$ cat config.mk
export PLATFORM = sky130hd
export DESIGN_NAME = ssr_ctl_flat
export DESIGN_NICKNAME = d
export VERILOG_FILES = /design/src/pkg/ssr_pkg.sv /design/src/pkg/ssr_if.sv /design/src/hdl/ssr_ctl.sv /design/src/flat_wrapper.sv
export SDC_FILE = /design/constraint.sdc
export NUM_CORES = 1
export LEC_CHECK = 0
export BUFFER_PORTS_ARGS = -buffer_cell sky130_fd_sc_hd__buf_2
export CAP_MARGIN = 10
export CORE_MARGIN = 4
export CORE_UTILIZATION = 48
export CTS_BUF_LIST = sky130_fd_sc_hd__clkbuf_16
export CTS_CLUSTER_DIAMETER = 80
export DETAILED_ROUTE_END_ITERATION = 7
export GPL_TIMING_DRIVEN = 1
export PLACE_DENSITY = 0.82
export SLEW_MARGIN = 10
export SYNTH_ARGS = -nofsm -noshare
export SYNTH_HDL_FRONTEND = slang
export SYNTH_SLANG_ARGS = --single-unit
$ cat constraint.sdc
create_clock -name mclk -period 4.16 [get_ports mclk]
set_input_delay 0.832 -clock mclk [delete_from_list [all_inputs] [get_ports mclk]]
set_output_delay 0.832 -clock mclk [all_outputs]
set_load 0.005 [all_outputs]
$ cat src/pkg/ssr_pkg.sv
// Package of shared constants and types for the synchronous SRAM pair
package ssr_pkg;
    localparam int ADDR_W     = 14;
    localparam int DATA_W     = 4;
    localparam int DEPTH      = 16384;
    localparam int LOW_W      = 2;
    localparam int BURST_LEN  = 4;
    localparam int FIRST_WAIT = 3;
    localparam logic [1:0] LOW_ZERO  = 2'h0;
    localparam logic [1:0] LOW_LAST  = 2'h3;
    localparam logic [1:0] WAIT_ZERO = 2'h0;
    localparam logic [1:0] WAIT_ONE  = 2'h1;
    localparam logic [3:0] DATA_ZERO = 4'h0;
    localparam logic [ADDR_W-1:0] ADDR_ZERO = 14'h0000;
    // Output stage variants and enable style
    typedef enum logic [1:0] {
        SSR_TRANSP_SEL = 2'b00,
        SSR_EDGE_SEL   = 2'b01,
        SSR_EDGE_OE    = 2'b10,
        SSR_TRANSP_OE  = 2'b11
    } ssr_variant_t;
    // Host burst sequencer states
    typedef enum logic [1:0] {
        SSR_IDLE  = 2'b00,
        SSR_FIRST = 2'b01,
        SSR_BEAT  = 2'b10
    } ssr_state_t;
endpackage

$ cat src/pkg/ssr_if.sv
// Interface joining the memory end and the controller end
`timescale 1ns/10ps
`default_nettype none
interface ssr_if;
    logic [13:0] word_addr;
    logic [3:0]  wr_data_in;
    logic [3:0]  rd_data_out;
    logic [3:0]  rd_data_oe_n;
    logic        sel_n;
    logic        wr_en_n;
    logic        out_en_n;
    logic        counter_clk;
    modport mem (input word_addr, wr_data_in, sel_n, wr_en_n, out_en_n, counter_clk,
                 output rd_data_out, rd_data_oe_n);
    modport ctl (output word_addr, wr_data_in, sel_n, wr_en_n, out_en_n, counter_clk,
                 input rd_data_out, rd_data_oe_n);
endinterface
`default_nettype wire

$ cat src/hdl/ssr_ctl.sv
// Cache controller end: burst fill sequencer with low address counter
`timescale 1ns/10ps
`default_nettype none
module ssr_ctl (
    input  wire logic                     mclk,
    input  wire logic                     reset_n,
    input  wire logic                     burst_request,
    input  wire logic [ssr_pkg::ADDR_W-1:0] start_addr,
    input  wire logic                     wr_req,
    input  wire logic [ssr_pkg::DATA_W-1:0] wr_word,
    output logic                          burst_acknowledge,
    output logic                          beat_valid,
    output logic [ssr_pkg::DATA_W-1:0]    beat_data,
    output logic                          counter_load,
    ssr_if.ctl                            bus
);
    import ssr_pkg::*;

    ssr_state_t       state;
    logic [LOW_W-1:0] low_cnt;
    logic [1:0]       wait_cnt;
    logic [1:0]       beats;

    // Single clock, opposite phase, put on the bus; neither the low counter nor the memory end uses it
    assign bus.counter_clk = ~mclk;
    assign bus.out_en_n    = 1'b0;

    // Burst sequencer, first word after three cycles then one each
    always_ff @(posedge mclk or negedge reset_n) begin
        if (!reset_n) begin
            state             <= SSR_IDLE;
            burst_acknowledge <= 1'b0;
            counter_load      <= 1'b0;
            wait_cnt          <= WAIT_ZERO;
            beats             <= LOW_ZERO;
            beat_valid        <= 1'b0;
            beat_data         <= DATA_ZERO;
        end else begin
            beat_valid   <= 1'b0;
            counter_load <= 1'b0;
            unique case (state)
                SSR_IDLE: begin
                    if (burst_request) begin
                        burst_acknowledge <= 1'b1;
                        counter_load      <= 1'b1;
                        wait_cnt          <= 2'(FIRST_WAIT - 1);
                        beats             <= LOW_ZERO;
                        state             <= SSR_FIRST;
                    end
                end
                SSR_FIRST: begin
                    wait_cnt <= wait_cnt - WAIT_ONE;
                    if (wait_cnt == WAIT_ONE) begin
                        state <= SSR_BEAT;
                    end
                end
                SSR_BEAT: begin
                    beat_valid <= 1'b1;
                    beat_data  <= bus.rd_data_out;
                    beats      <= beats + WAIT_ONE;
                    if (beats == LOW_LAST) begin
                        burst_acknowledge <= 1'b0;
                        state             <= SSR_IDLE;
                    end
                end
                default: state <= SSR_IDLE;
            endcase
        end
    end

    // Low address counter: load at start, count each cycle of SSR_FIRST and SSR_BEAT
    always_ff @(posedge mclk or negedge reset_n) begin
        if (!reset_n) begin
            low_cnt <= LOW_ZERO;
        end else if (state == SSR_IDLE && burst_request) begin
            low_cnt <= start_addr[LOW_W-1:0];
        end else if (state == SSR_FIRST || state == SSR_BEAT) begin
            low_cnt <= low_cnt + WAIT_ONE;
        end
    end

    // Address and control to the memory
    always_ff @(posedge mclk or negedge reset_n) begin
        if (!reset_n) begin
            bus.word_addr  <= ADDR_ZERO;
            bus.wr_data_in <= DATA_ZERO;
            bus.sel_n      <= 1'b1;
            bus.wr_en_n    <= 1'b1;
        end else begin
            // Idle: single access at the full start address
            if (state == SSR_IDLE) begin
                bus.word_addr <= start_addr;
            end else begin
                bus.word_addr <= {start_addr[ADDR_W-1:LOW_W], low_cnt};
            end
            bus.wr_data_in <= wr_word;
            bus.sel_n      <= ~((state != SSR_IDLE) || (wr_req && !burst_request));
            bus.wr_en_n    <= ~(state == SSR_IDLE && wr_req && !burst_request);
        end
    end
endmodule
`default_nettype wire

$ cat src/flat_wrapper.sv
// flat-port wrapper written by rule: the top's interface ports become plain ports
module ssr_ctl_flat import ssr_pkg::*;
  (mclk, reset_n, burst_request, start_addr, wr_req, wr_word, burst_acknowledge, beat_valid, beat_data, counter_load, bus_word_addr, bus_wr_data_in, bus_sel_n, bus_wr_en_n, bus_out_en_n, bus_counter_clk, bus_rd_data_out, bus_rd_data_oe_n);
  ssr_if bus_i ();
  input  wire logic mclk;
  input  wire logic reset_n;
  input  wire logic burst_request;
  input  wire logic [ssr_pkg::ADDR_W-1:0] start_addr;
  input  wire logic wr_req;
  input  wire logic [ssr_pkg::DATA_W-1:0] wr_word;
  output logic burst_acknowledge;
  output logic beat_valid;
  output logic [ssr_pkg::DATA_W-1:0] beat_data;
  output logic counter_load;
  output wire logic [$bits(bus_i.word_addr)-1:0] bus_word_addr;
  output wire logic [$bits(bus_i.wr_data_in)-1:0] bus_wr_data_in;
  output wire logic [$bits(bus_i.sel_n)-1:0] bus_sel_n;
  output wire logic [$bits(bus_i.wr_en_n)-1:0] bus_wr_en_n;
  output wire logic [$bits(bus_i.out_en_n)-1:0] bus_out_en_n;
  output wire logic [$bits(bus_i.counter_clk)-1:0] bus_counter_clk;
  input wire logic [$bits(bus_i.rd_data_out)-1:0] bus_rd_data_out;
  input wire logic [$bits(bus_i.rd_data_oe_n)-1:0] bus_rd_data_oe_n;
  assign bus_word_addr = bus_i.word_addr;
  assign bus_wr_data_in = bus_i.wr_data_in;
  assign bus_sel_n = bus_i.sel_n;
  assign bus_wr_en_n = bus_i.wr_en_n;
  assign bus_out_en_n = bus_i.out_en_n;
  assign bus_counter_clk = bus_i.counter_clk;
  assign bus_i.rd_data_out = bus_rd_data_out;
  assign bus_i.rd_data_oe_n = bus_rd_data_oe_n;
  ssr_ctl u_core (.mclk(mclk), .reset_n(reset_n), .burst_request(burst_request), .start_addr(start_addr), .wr_req(wr_req), .wr_word(wr_word), .burst_acknowledge(burst_acknowledge), .beat_valid(beat_valid), .beat_data(beat_data), .counter_load(counter_load), .bus(bus_i));
endmodule
## Word-level counts from Yosys, hierarchy flattened

Index checks and enable logic that the tools add are counted.
W data, S select, Z words.

| storage, ports and cells | value |
|---|---|
| flip-flop bits (word level) | 35 |
| output and inout bits | 29 |

| cells by class | value |
|---|---|
| add/sub/neg operators | 3 |
| eq/ne operators | 7 |
| mux-type cells | 17 |
| bitwise gates (word level) | 3 |
| reduce and logical (&&, ||, !) cells | 16 |

Operators by type and width:

| operator | number |
|---|---|
| $mux W2 | 8 |
| $pmux W2 S2 | 2 |
| $reduce_bool A2 Y1 | 4 |
| $pmux W2 S3 | 1 |
| $reduce_and A3 Y1 | 2 |
| $mux W1 | 5 |
| $add A2 B1 Y2 const B | 2 |
| $eq A2 B1 Y1 const B | 2 |
| $eq A2 B2 Y1 const B | 2 |
| $logic_and A1 B1 Y1 | 4 |
| $ne A2 B1 Y1 const B | 2 |
| $reduce_and A2 Y1 | 2 |
| $not A1 Y1 | 3 |
| $logic_not A2 Y1 | 1 |
| $logic_or A1 B1 Y1 | 2 |
| $ne A2 B2 Y1 const B | 1 |
| $pmux W1 S2 | 1 |
| $sub A2 B1 Y2 const B | 1 |
| $logic_not A1 Y1 | 1 |

## Depth between registers and ports, before layout

Gate-level depths: netlist of run 1.

| logic depth | value |
|---|---|
| depth after elaboration | 4 |
| mapped depth | 6 |
| mapped depth without buffers | 5 |

==> results of run 1 <==
registers in the layout, summed over array words and instances, names as in the netlist:
signal	count
u_core.bus.sel_n	1
u_core.bus.wr_en_n	1
u_core.beat_data	4
u_core.burst_acknowledge	1
u_core.low_cnt	2
u_core.beats	2
u_core.beat_valid	1
u_core.bus.wr_data_in	4
u_core.bus.word_addr	14
u_core.wait_cnt	2
u_core.state	2
u_core.counter_load	1
kinds of logic after synthesis:
family	after synthesis
buffers and inverters	11
adders and majority gates	7
xor gates and xnor gates	3
AOI/OAI and AO/OA	15
other	1
DFF	35
muxes	8
and+or+nand+nor	11
layer usage:
metal  GRT usage (%)  vias to the layer above  wire length [um]  share of wire [%]
li1                -                      416                 -                  -
met1            16.1                      425               907                 38
met2            28.9                       29              1260                 53
met3            5.62                        6               180                7.5
met4            8.86                        0                48                2.0
met5               0                        -                 0                  0
power groups by stage:
stage	Clock [mW]	Combinational [mW]	Sequential (mW)
2_1_floorplan	0.00550	0.245	0.481
3_3_place_gp	0.0134	0.349	0.473
3_5_place_dp	0.0134	0.368	0.481
4_1_cts	0.406	0.367	0.476
5_1_grt	0.425	0.411	0.485
6_report	0.398	0.360	0.475
synth_stat cells (2+ instances only):
cell type	instances	area [um2]
a21oi_1	3	15.0
dfrtp_1	33	826
dfstp_2	2	52.6
ha_1	7	87.6
inv_1	7	26.3
mux2_2	6	67.6
nand2_1	5	18.8
nand2b_1	2	12.5
nor2_1	2	7.51
o21ai_0	4	20.0
xnor2_1	2	17.5
layout make-up:
type                            instances  area, um2
Fill cell                             189        787
Multi-Input combinational cell         45        365
Clock buffer                            7        155
Tap cell                               30       37.5
Timing Repair Buffer                   52        260
Clock inverter                          3       12.5
Inverter                                7       26.3
Sequential cell                        35        878
critical path, stage by stage:
cell and delay (ns):
clkbuf_16 0.14, clkbuf_16 0.15, inv_1 0.04, buf_2 0.10
worst min-delay path by stage:
stage / startpoint / to / slack, ns / cells after the start
after global routing: u_core.beat_data[3] / u_core.beat_data[3] / 0.54 / 1
final: u_core.beats[1] / u_core.beats[1] / 0.50 / 1
after detailed placement: u_core.beats[1] / u_core.beats[1] / 0.49 / 1
after CTS: u_core.beats[1] / u_core.beats[1] / 0.50 / 1
after floorplan: u_core.wait_cnt[0] / u_core.wait_cnt[0] / 0.46 / 1
after global placement: u_core.beats[1] / u_core.beats[1] / 0.48 / 1
through the flow:
stage	cells	worst slack [ns]	total power, mW	area (um2)
floorplan	91	1.20	0.731	1290
global placement	171	1.13	0.835	1580
detailed placement	171	1.13	0.862	1580
CTS	179	0.806	1.25	1740
global route	179	0.788	1.32	1740
finish	179	0.816	1.23	1740
==> flow_metrics.py, run 1 <==
metrics = {
    "pwr": {
        "comb_power_share_pct": 29.2,
        "p_seq_share_pct": 38.5,
        "peakVddDrop_v": 0.000474,
        "leakage_nw": 0.893,
        "sw_frac_of_total_pct": 28.5,
        "p_int_mw": 0.882,
        "p_per_area_nw_per_um2": 710,
        "power.switching_mw": 0.351,
        "p_clk_share_pct": 32.2,
    },
    "worst_setup_path": {
        "crit_arrival_ns": 2.51,
        "worstPathMaxFanout": 11,
        "crit_end": "bus_counter_clk",
        "path_class": "clk2out",
        "startpoint_type": "clock port",
        "cp_data_required_time_ns": 3.33,
        "r2r-end": "u_core.state[0]",
        "regToRegStartpoint": "u_core.state[0]",
        "critPathLaunch": "mclk",
        "crit_path_end_kind": "primary output",
        "ff2ff_setup_slack_ns": 2.52,
        "r2r_cells": 4,
    },
    "timing": {
        "hold_viol_final": 0,
        "finClkSkew_ns": 0.00448,
        "whs_ns": 0.496,
        "setup_violations": 0,
        "tightest_slew_ns": 0.741,
        "drv_slew": 0,
        "rsz0062_at_grt": "no",
        "slew_headroom_pct": 50.6,
        "finalSetupTns_ns": 0,
    },
    "synth": {
        "synth.yosys.seq_area_share_pct": 68.1,
        "synth_compound_area_share_pct": 8.34,
        "synth-simple-area-share_pct": 3.98,
        "synth_enable_flop_cells": 0,
        "netlist_instances": 91,
        "synth_seq_cells": 35,
        "synth_ff_type": "dfrtp_1",
        "yosys_warnings": 0,
        "yosys.area_share.adder_pct": 6.79,
        "synth_top_family_by_area": "compound AO/OA/AOI/OAI gates",
        "syn-num-nets": 128,
        "synth_mux_area_share_pct": 6.89,
        "syn-cell-area_um2": 1290,
        "async_reset_ff_share_pct": 100,
        "syn_area_per_cell_um2": 14.2,
        "yosysUniqueCellTypes": 29,
        "synth_xor_area_share_pct": 2.04,
    },
    "outcome": {
        "status": "finished, final reports clean",
    },
    "cts": {
        "cts-resized-gates": 0,
        "root_buffer": "clkbuf_16",
        "clk_latency_ns": 0.27,
        "numCtsBuffers": 5,
        "htreeDepth": 2,
        "cts_tree": "done",
        "clockBufferDepth": 2,
        "cts_hold_buf": 0,
        "postCtsSetupBuffers": 0,
        "path_clk_slew_ns": 0.05,
    },
    "floorplan": {
        "rows": 18,
        "core_area_um2": 2520,
        "die-width_um": 59.8,
        "boundaryPins": 59,
        "start_util_pct": 51.1,
        "die_h_um": 59.8,
        "die-area_um2": 3580,
    },
    "routing": {
        "dr.pass1.iters": 4,
        "totalWireLength_mm": 2.39,
        "via_count": 876,
        "drc": 0,
        "wire_per_inst_um": 13.4,
        "antenna_left": 0,
        "drt-initial-drc-count": 13,
        "vias_per_cell": 4.89,
    },
    "grt": {
        "antenna_found_initial": 0,
        "grt_usage_pct": 16.1,
        "grt_pass1_vias": 964,
        "grt_pass1_wl_mm": 4.20,
        "grt_max_degree": 36,
        "grt_overflow_total": 0,
    },
    "cells_and_area": {
        "nNetsFinal": 185,
        "most-common-layout-cells": "53 x buf_2, 33 x dfrtp_1, 8 x inv_1",
        "areaGrowthSynthToFinish_pct": 34.5,
        "antenna_cells": 0,
        "utilization_pct": 68.8,
        "final_common_cell": "buf_2",
        "final_layout_size_suffix_gt1_share_pct": 47.0,
    },
    "hold_path": {
        "holdCritPathClass": "reg2reg",
    },
    "place": {
        "gp_congestion": 0.734,
        "numPortBuffers": 53,
        "place_hpwl_mm": 1.85,
    },
    "job": {
        "maxCapViolCount": 0,
    },
}
Note: power is estimated with default switching activity, not from simulation.
==> inputs of run 2 (changes only) <==
- ABC_AREA: unset -> 1
- CORE_UTILIZATION: 48 -> 45
- PLACE_DENSITY: 0.82 -> 0.77
- clock period: 4.16 -> 3.3 ns (I/O delays scaled with it)
==> flow_metrics.py, run 2 <==
metrics = {
    "worst_setup_path": {
        "cp_slowest_cell": "clkbuf_16",
        "cp_data_required_time_ns": 2.64,
        "startpoint_type": "clock port",
        "cp_cell_sequence": "clkbuf_16, clkbuf_16, inv_1, buf_2",
        "crit_arrival_ns": 2.10,
        "crit_path_end_kind": "primary output",
        "max_stage_delay_ns": 0.15,
        "crit_top_cell": "clkbuf_16",
        "path_class": "clk2out",
        "worstPathMaxFanout": 12,
    },
    "timing": {
        "finClkSkew_ns": 0.00481,
        "drv_slew": 0,
        "tightest_slew_ns": 0.728,
        "slew_headroom_pct": 51.5,
        "setup_violations": 0,
        "finalSetupTns_ns": 0,
        "rsz0062_at_grt": "no",
        "hold_viol_final": 0,
    },
    "routing": {
        "vias_per_cell": 4.79,
        "wire_per_inst_um": 12.6,
        "drc": 0,
        "antenna_left": 0,
        "dr.pass1.iters": 4,
        "totalWireLength_mm": 2.72,
        "drt-initial-drc-count": 79,
        "via_count": 1029,
    },
    "grt": {
        "grt_use_met1_pct": 17.9,
        "grt_pass1_vias": 1080,
        "grt_max_degree": 36,
        "grt_overflow_total": 0,
        "grtUsageMet3_pct": 8.11,
        "antenna_found_initial": 0,
        "grt_pass1_wl_mm": 4.71,
        "top_usage_layer": "met2",
        "use_met2_pct": 23.4,
        "grt_usage_pct": 15.1,
    },
    "synth": {
        "yosysMostFrequentCell": "nand2_1",
        "synth_ff_type": "dfrtp_1",
        "synth_mux_area_share_pct": 0,
        "synth.area.top_cells": "dfrtp_1 63%, nand2_1 12%, ha_1 6.6%",
        "synth_top_family_by_area": "simple AND/OR/NAND/NOR gates",
        "yosys.area_share.adder_pct": 6.64,
        "async_reset_ff_share_pct": 100,
        "synth-simple-area-share_pct": 19.8,
        "yosys_warnings": 0,
        "syn-cell-area_um2": 1320,
        "syn_area_per_cell_um2": 10.6,
        "synth.yosys.seq_area_share_pct": 66.5,
        "synth.largest_area_cell": "dfrtp_1",
        "synth_seq_cells": 35,
        "syn-num-nets": 161,
        "netlist_instances": 124,
        "synth_compound_area_share_pct": 1.80,
        "synthTopCellsByCount": "43 x nand2_1, 33 x dfrtp_1, 14 x inv_1",
        "synth_enable_flop_cells": 0,
        "yosysUniqueCellTypes": 17,
        "synth_xor_area_share_pct": 0,
        "netlist.area_leader.share_pct": 62.6,
    },
    "pwr": {
        "p_per_area_nw_per_um2": 922,
        "p_total_mw": 1.64,
        "leakage_nw": 1.01,
        "peakVddDrop_v": 0.000656,
    },
    "floorplan": {
        "rows": 19,
        "die_h_um": 62.2,
        "start_util_pct": 47.5,
        "die-width_um": 62.2,
        "boundaryPins": 59,
        "core_area_um2": 2780,
        "die-area_um2": 3860,
    },
    "cells_and_area": {
        "antenna_cells": 0,
        "reg_top3": "u_core.bus.word_addr: 14 flops, u_core.beat_data: 4 flops, u_core.bus.wr_data_in: 4 flops",
        "areaGrowthSynthToFinish_pct": 34.7,
        "nNetsFinal": 220,
        "most-common-layout-cells": "53 x buf_2, 43 x nand2_1, 33 x dfrtp_1",
        "final_layout_size_suffix_gt1_share_pct": 37.0,
        "largest_reg_flops": 14,
        "top_register": "u_core.bus.word_addr",
        "final_common_cell": "buf_2",
    },
    "cts": {
        "clockBufferDepth": 2,
        "cts_hold_buf": 0,
        "path_clk_slew_ns": 0.05,
        "clk_latency_ns": 0.27,
        "htreeDepth": 2,
        "cts_tree": "done",
        "numCtsBuffers": 5,
        "cts-resized-gates": 0,
        "root_buffer": "clkbuf_16",
        "postCtsSetupBuffers": 0,
    },
    "place": {
        "gp_congestion": 0.881,
        "place_hpwl_mm": 2.08,
        "numPortBuffers": 53,
    },
    "hold_path": {
        "holdCritPathClass": "in2async",
    },
    "job": {
        "maxCapViolCount": 0,
    },
    "outcome": {
        "status": "finished, final reports clean",
    },
}
run 2: changes by cell type in the layout (fill, tap and decap cells not counted), sizes merged, moves of 2 or more:
cell and change:
mux2 -7, inv +6, nand3 +10, nand4 +2
nand2 +40, nand2b -2, o21ai -2, xnor2 -2
run 2: cells by family after synthesis:
group,count (synthesis)
other,1
and+or+nand+nor,61
AOI/OAI and AO/OA,4
DFF,35
adders and majority gates,7
buffers and inverters,16
run 2: final timing paths:
| path | from | end | slack [ns] | depth (start not counted) |
|---|---|---|---|---|
| max in group asynchronous | reset_n | u_core.bus.wr_data_in[0] | 2.39 | 1 |
| worst max register to register | u_core.state[0] | u_core.wait_cnt[1] | 1.85 | 7 |
| worst min register to register | u_core.beat_data[0] | u_core.beat_data[0] | 0.47 | 2 |
| worst max-delay path | mclk | bus_counter_clk | 0.54 | 4 |
| worst min-delay path | reset_n | u_core.counter_load | 0.45 | 1 |
| min in group mclk | u_core.beat_data[0] | u_core.beat_data[0] | 0.47 | 2 |
run 2: metrics by stage:
stage	instance area (um2)	hold slack, ns	setup WS [ns]	util [%]	std cells
finish	1780	0.445	0.542	63.9	215
CTS	1780	0.468	0.524	63.9	215
detailed placement	1620	0.455	0.873	58.1	207
global route	1780	0.479	0.518	63.9	215
floorplan	1320	0.364	0.947	-	124
global placement	1620	0.451	0.873	58.1	207
run 2: critical path: cells and delay by family:
| kind | cells | cell delay (ns) |
|---|---|---|
| buffers and inverters | 4 | 0.44 |
run 2: cell type report:
type	instances	area [um2]
fillers	214	1000
flip-flops and latches	35	878
multi-input cells	73	377
repair buffers	52	260
clock buffers	7	155
inverters	14	53.8
well taps	31	38.8
clock inverters	3	15.0
run 2: report_power, final:
group	switching, mW	internal (mW)
Clock	0.179	0.334
Combinational	0.316	0.202
Sequential	0.0576	0.551
Total	0.553	1.09
run 2: layer usage:
metal / wire length (um) / vias up
li1: - / 496
met1: 1110 / 474
met2: 1250 / 54
met3: 337 / 5
met4: 23 / 0
met5: 0 / -
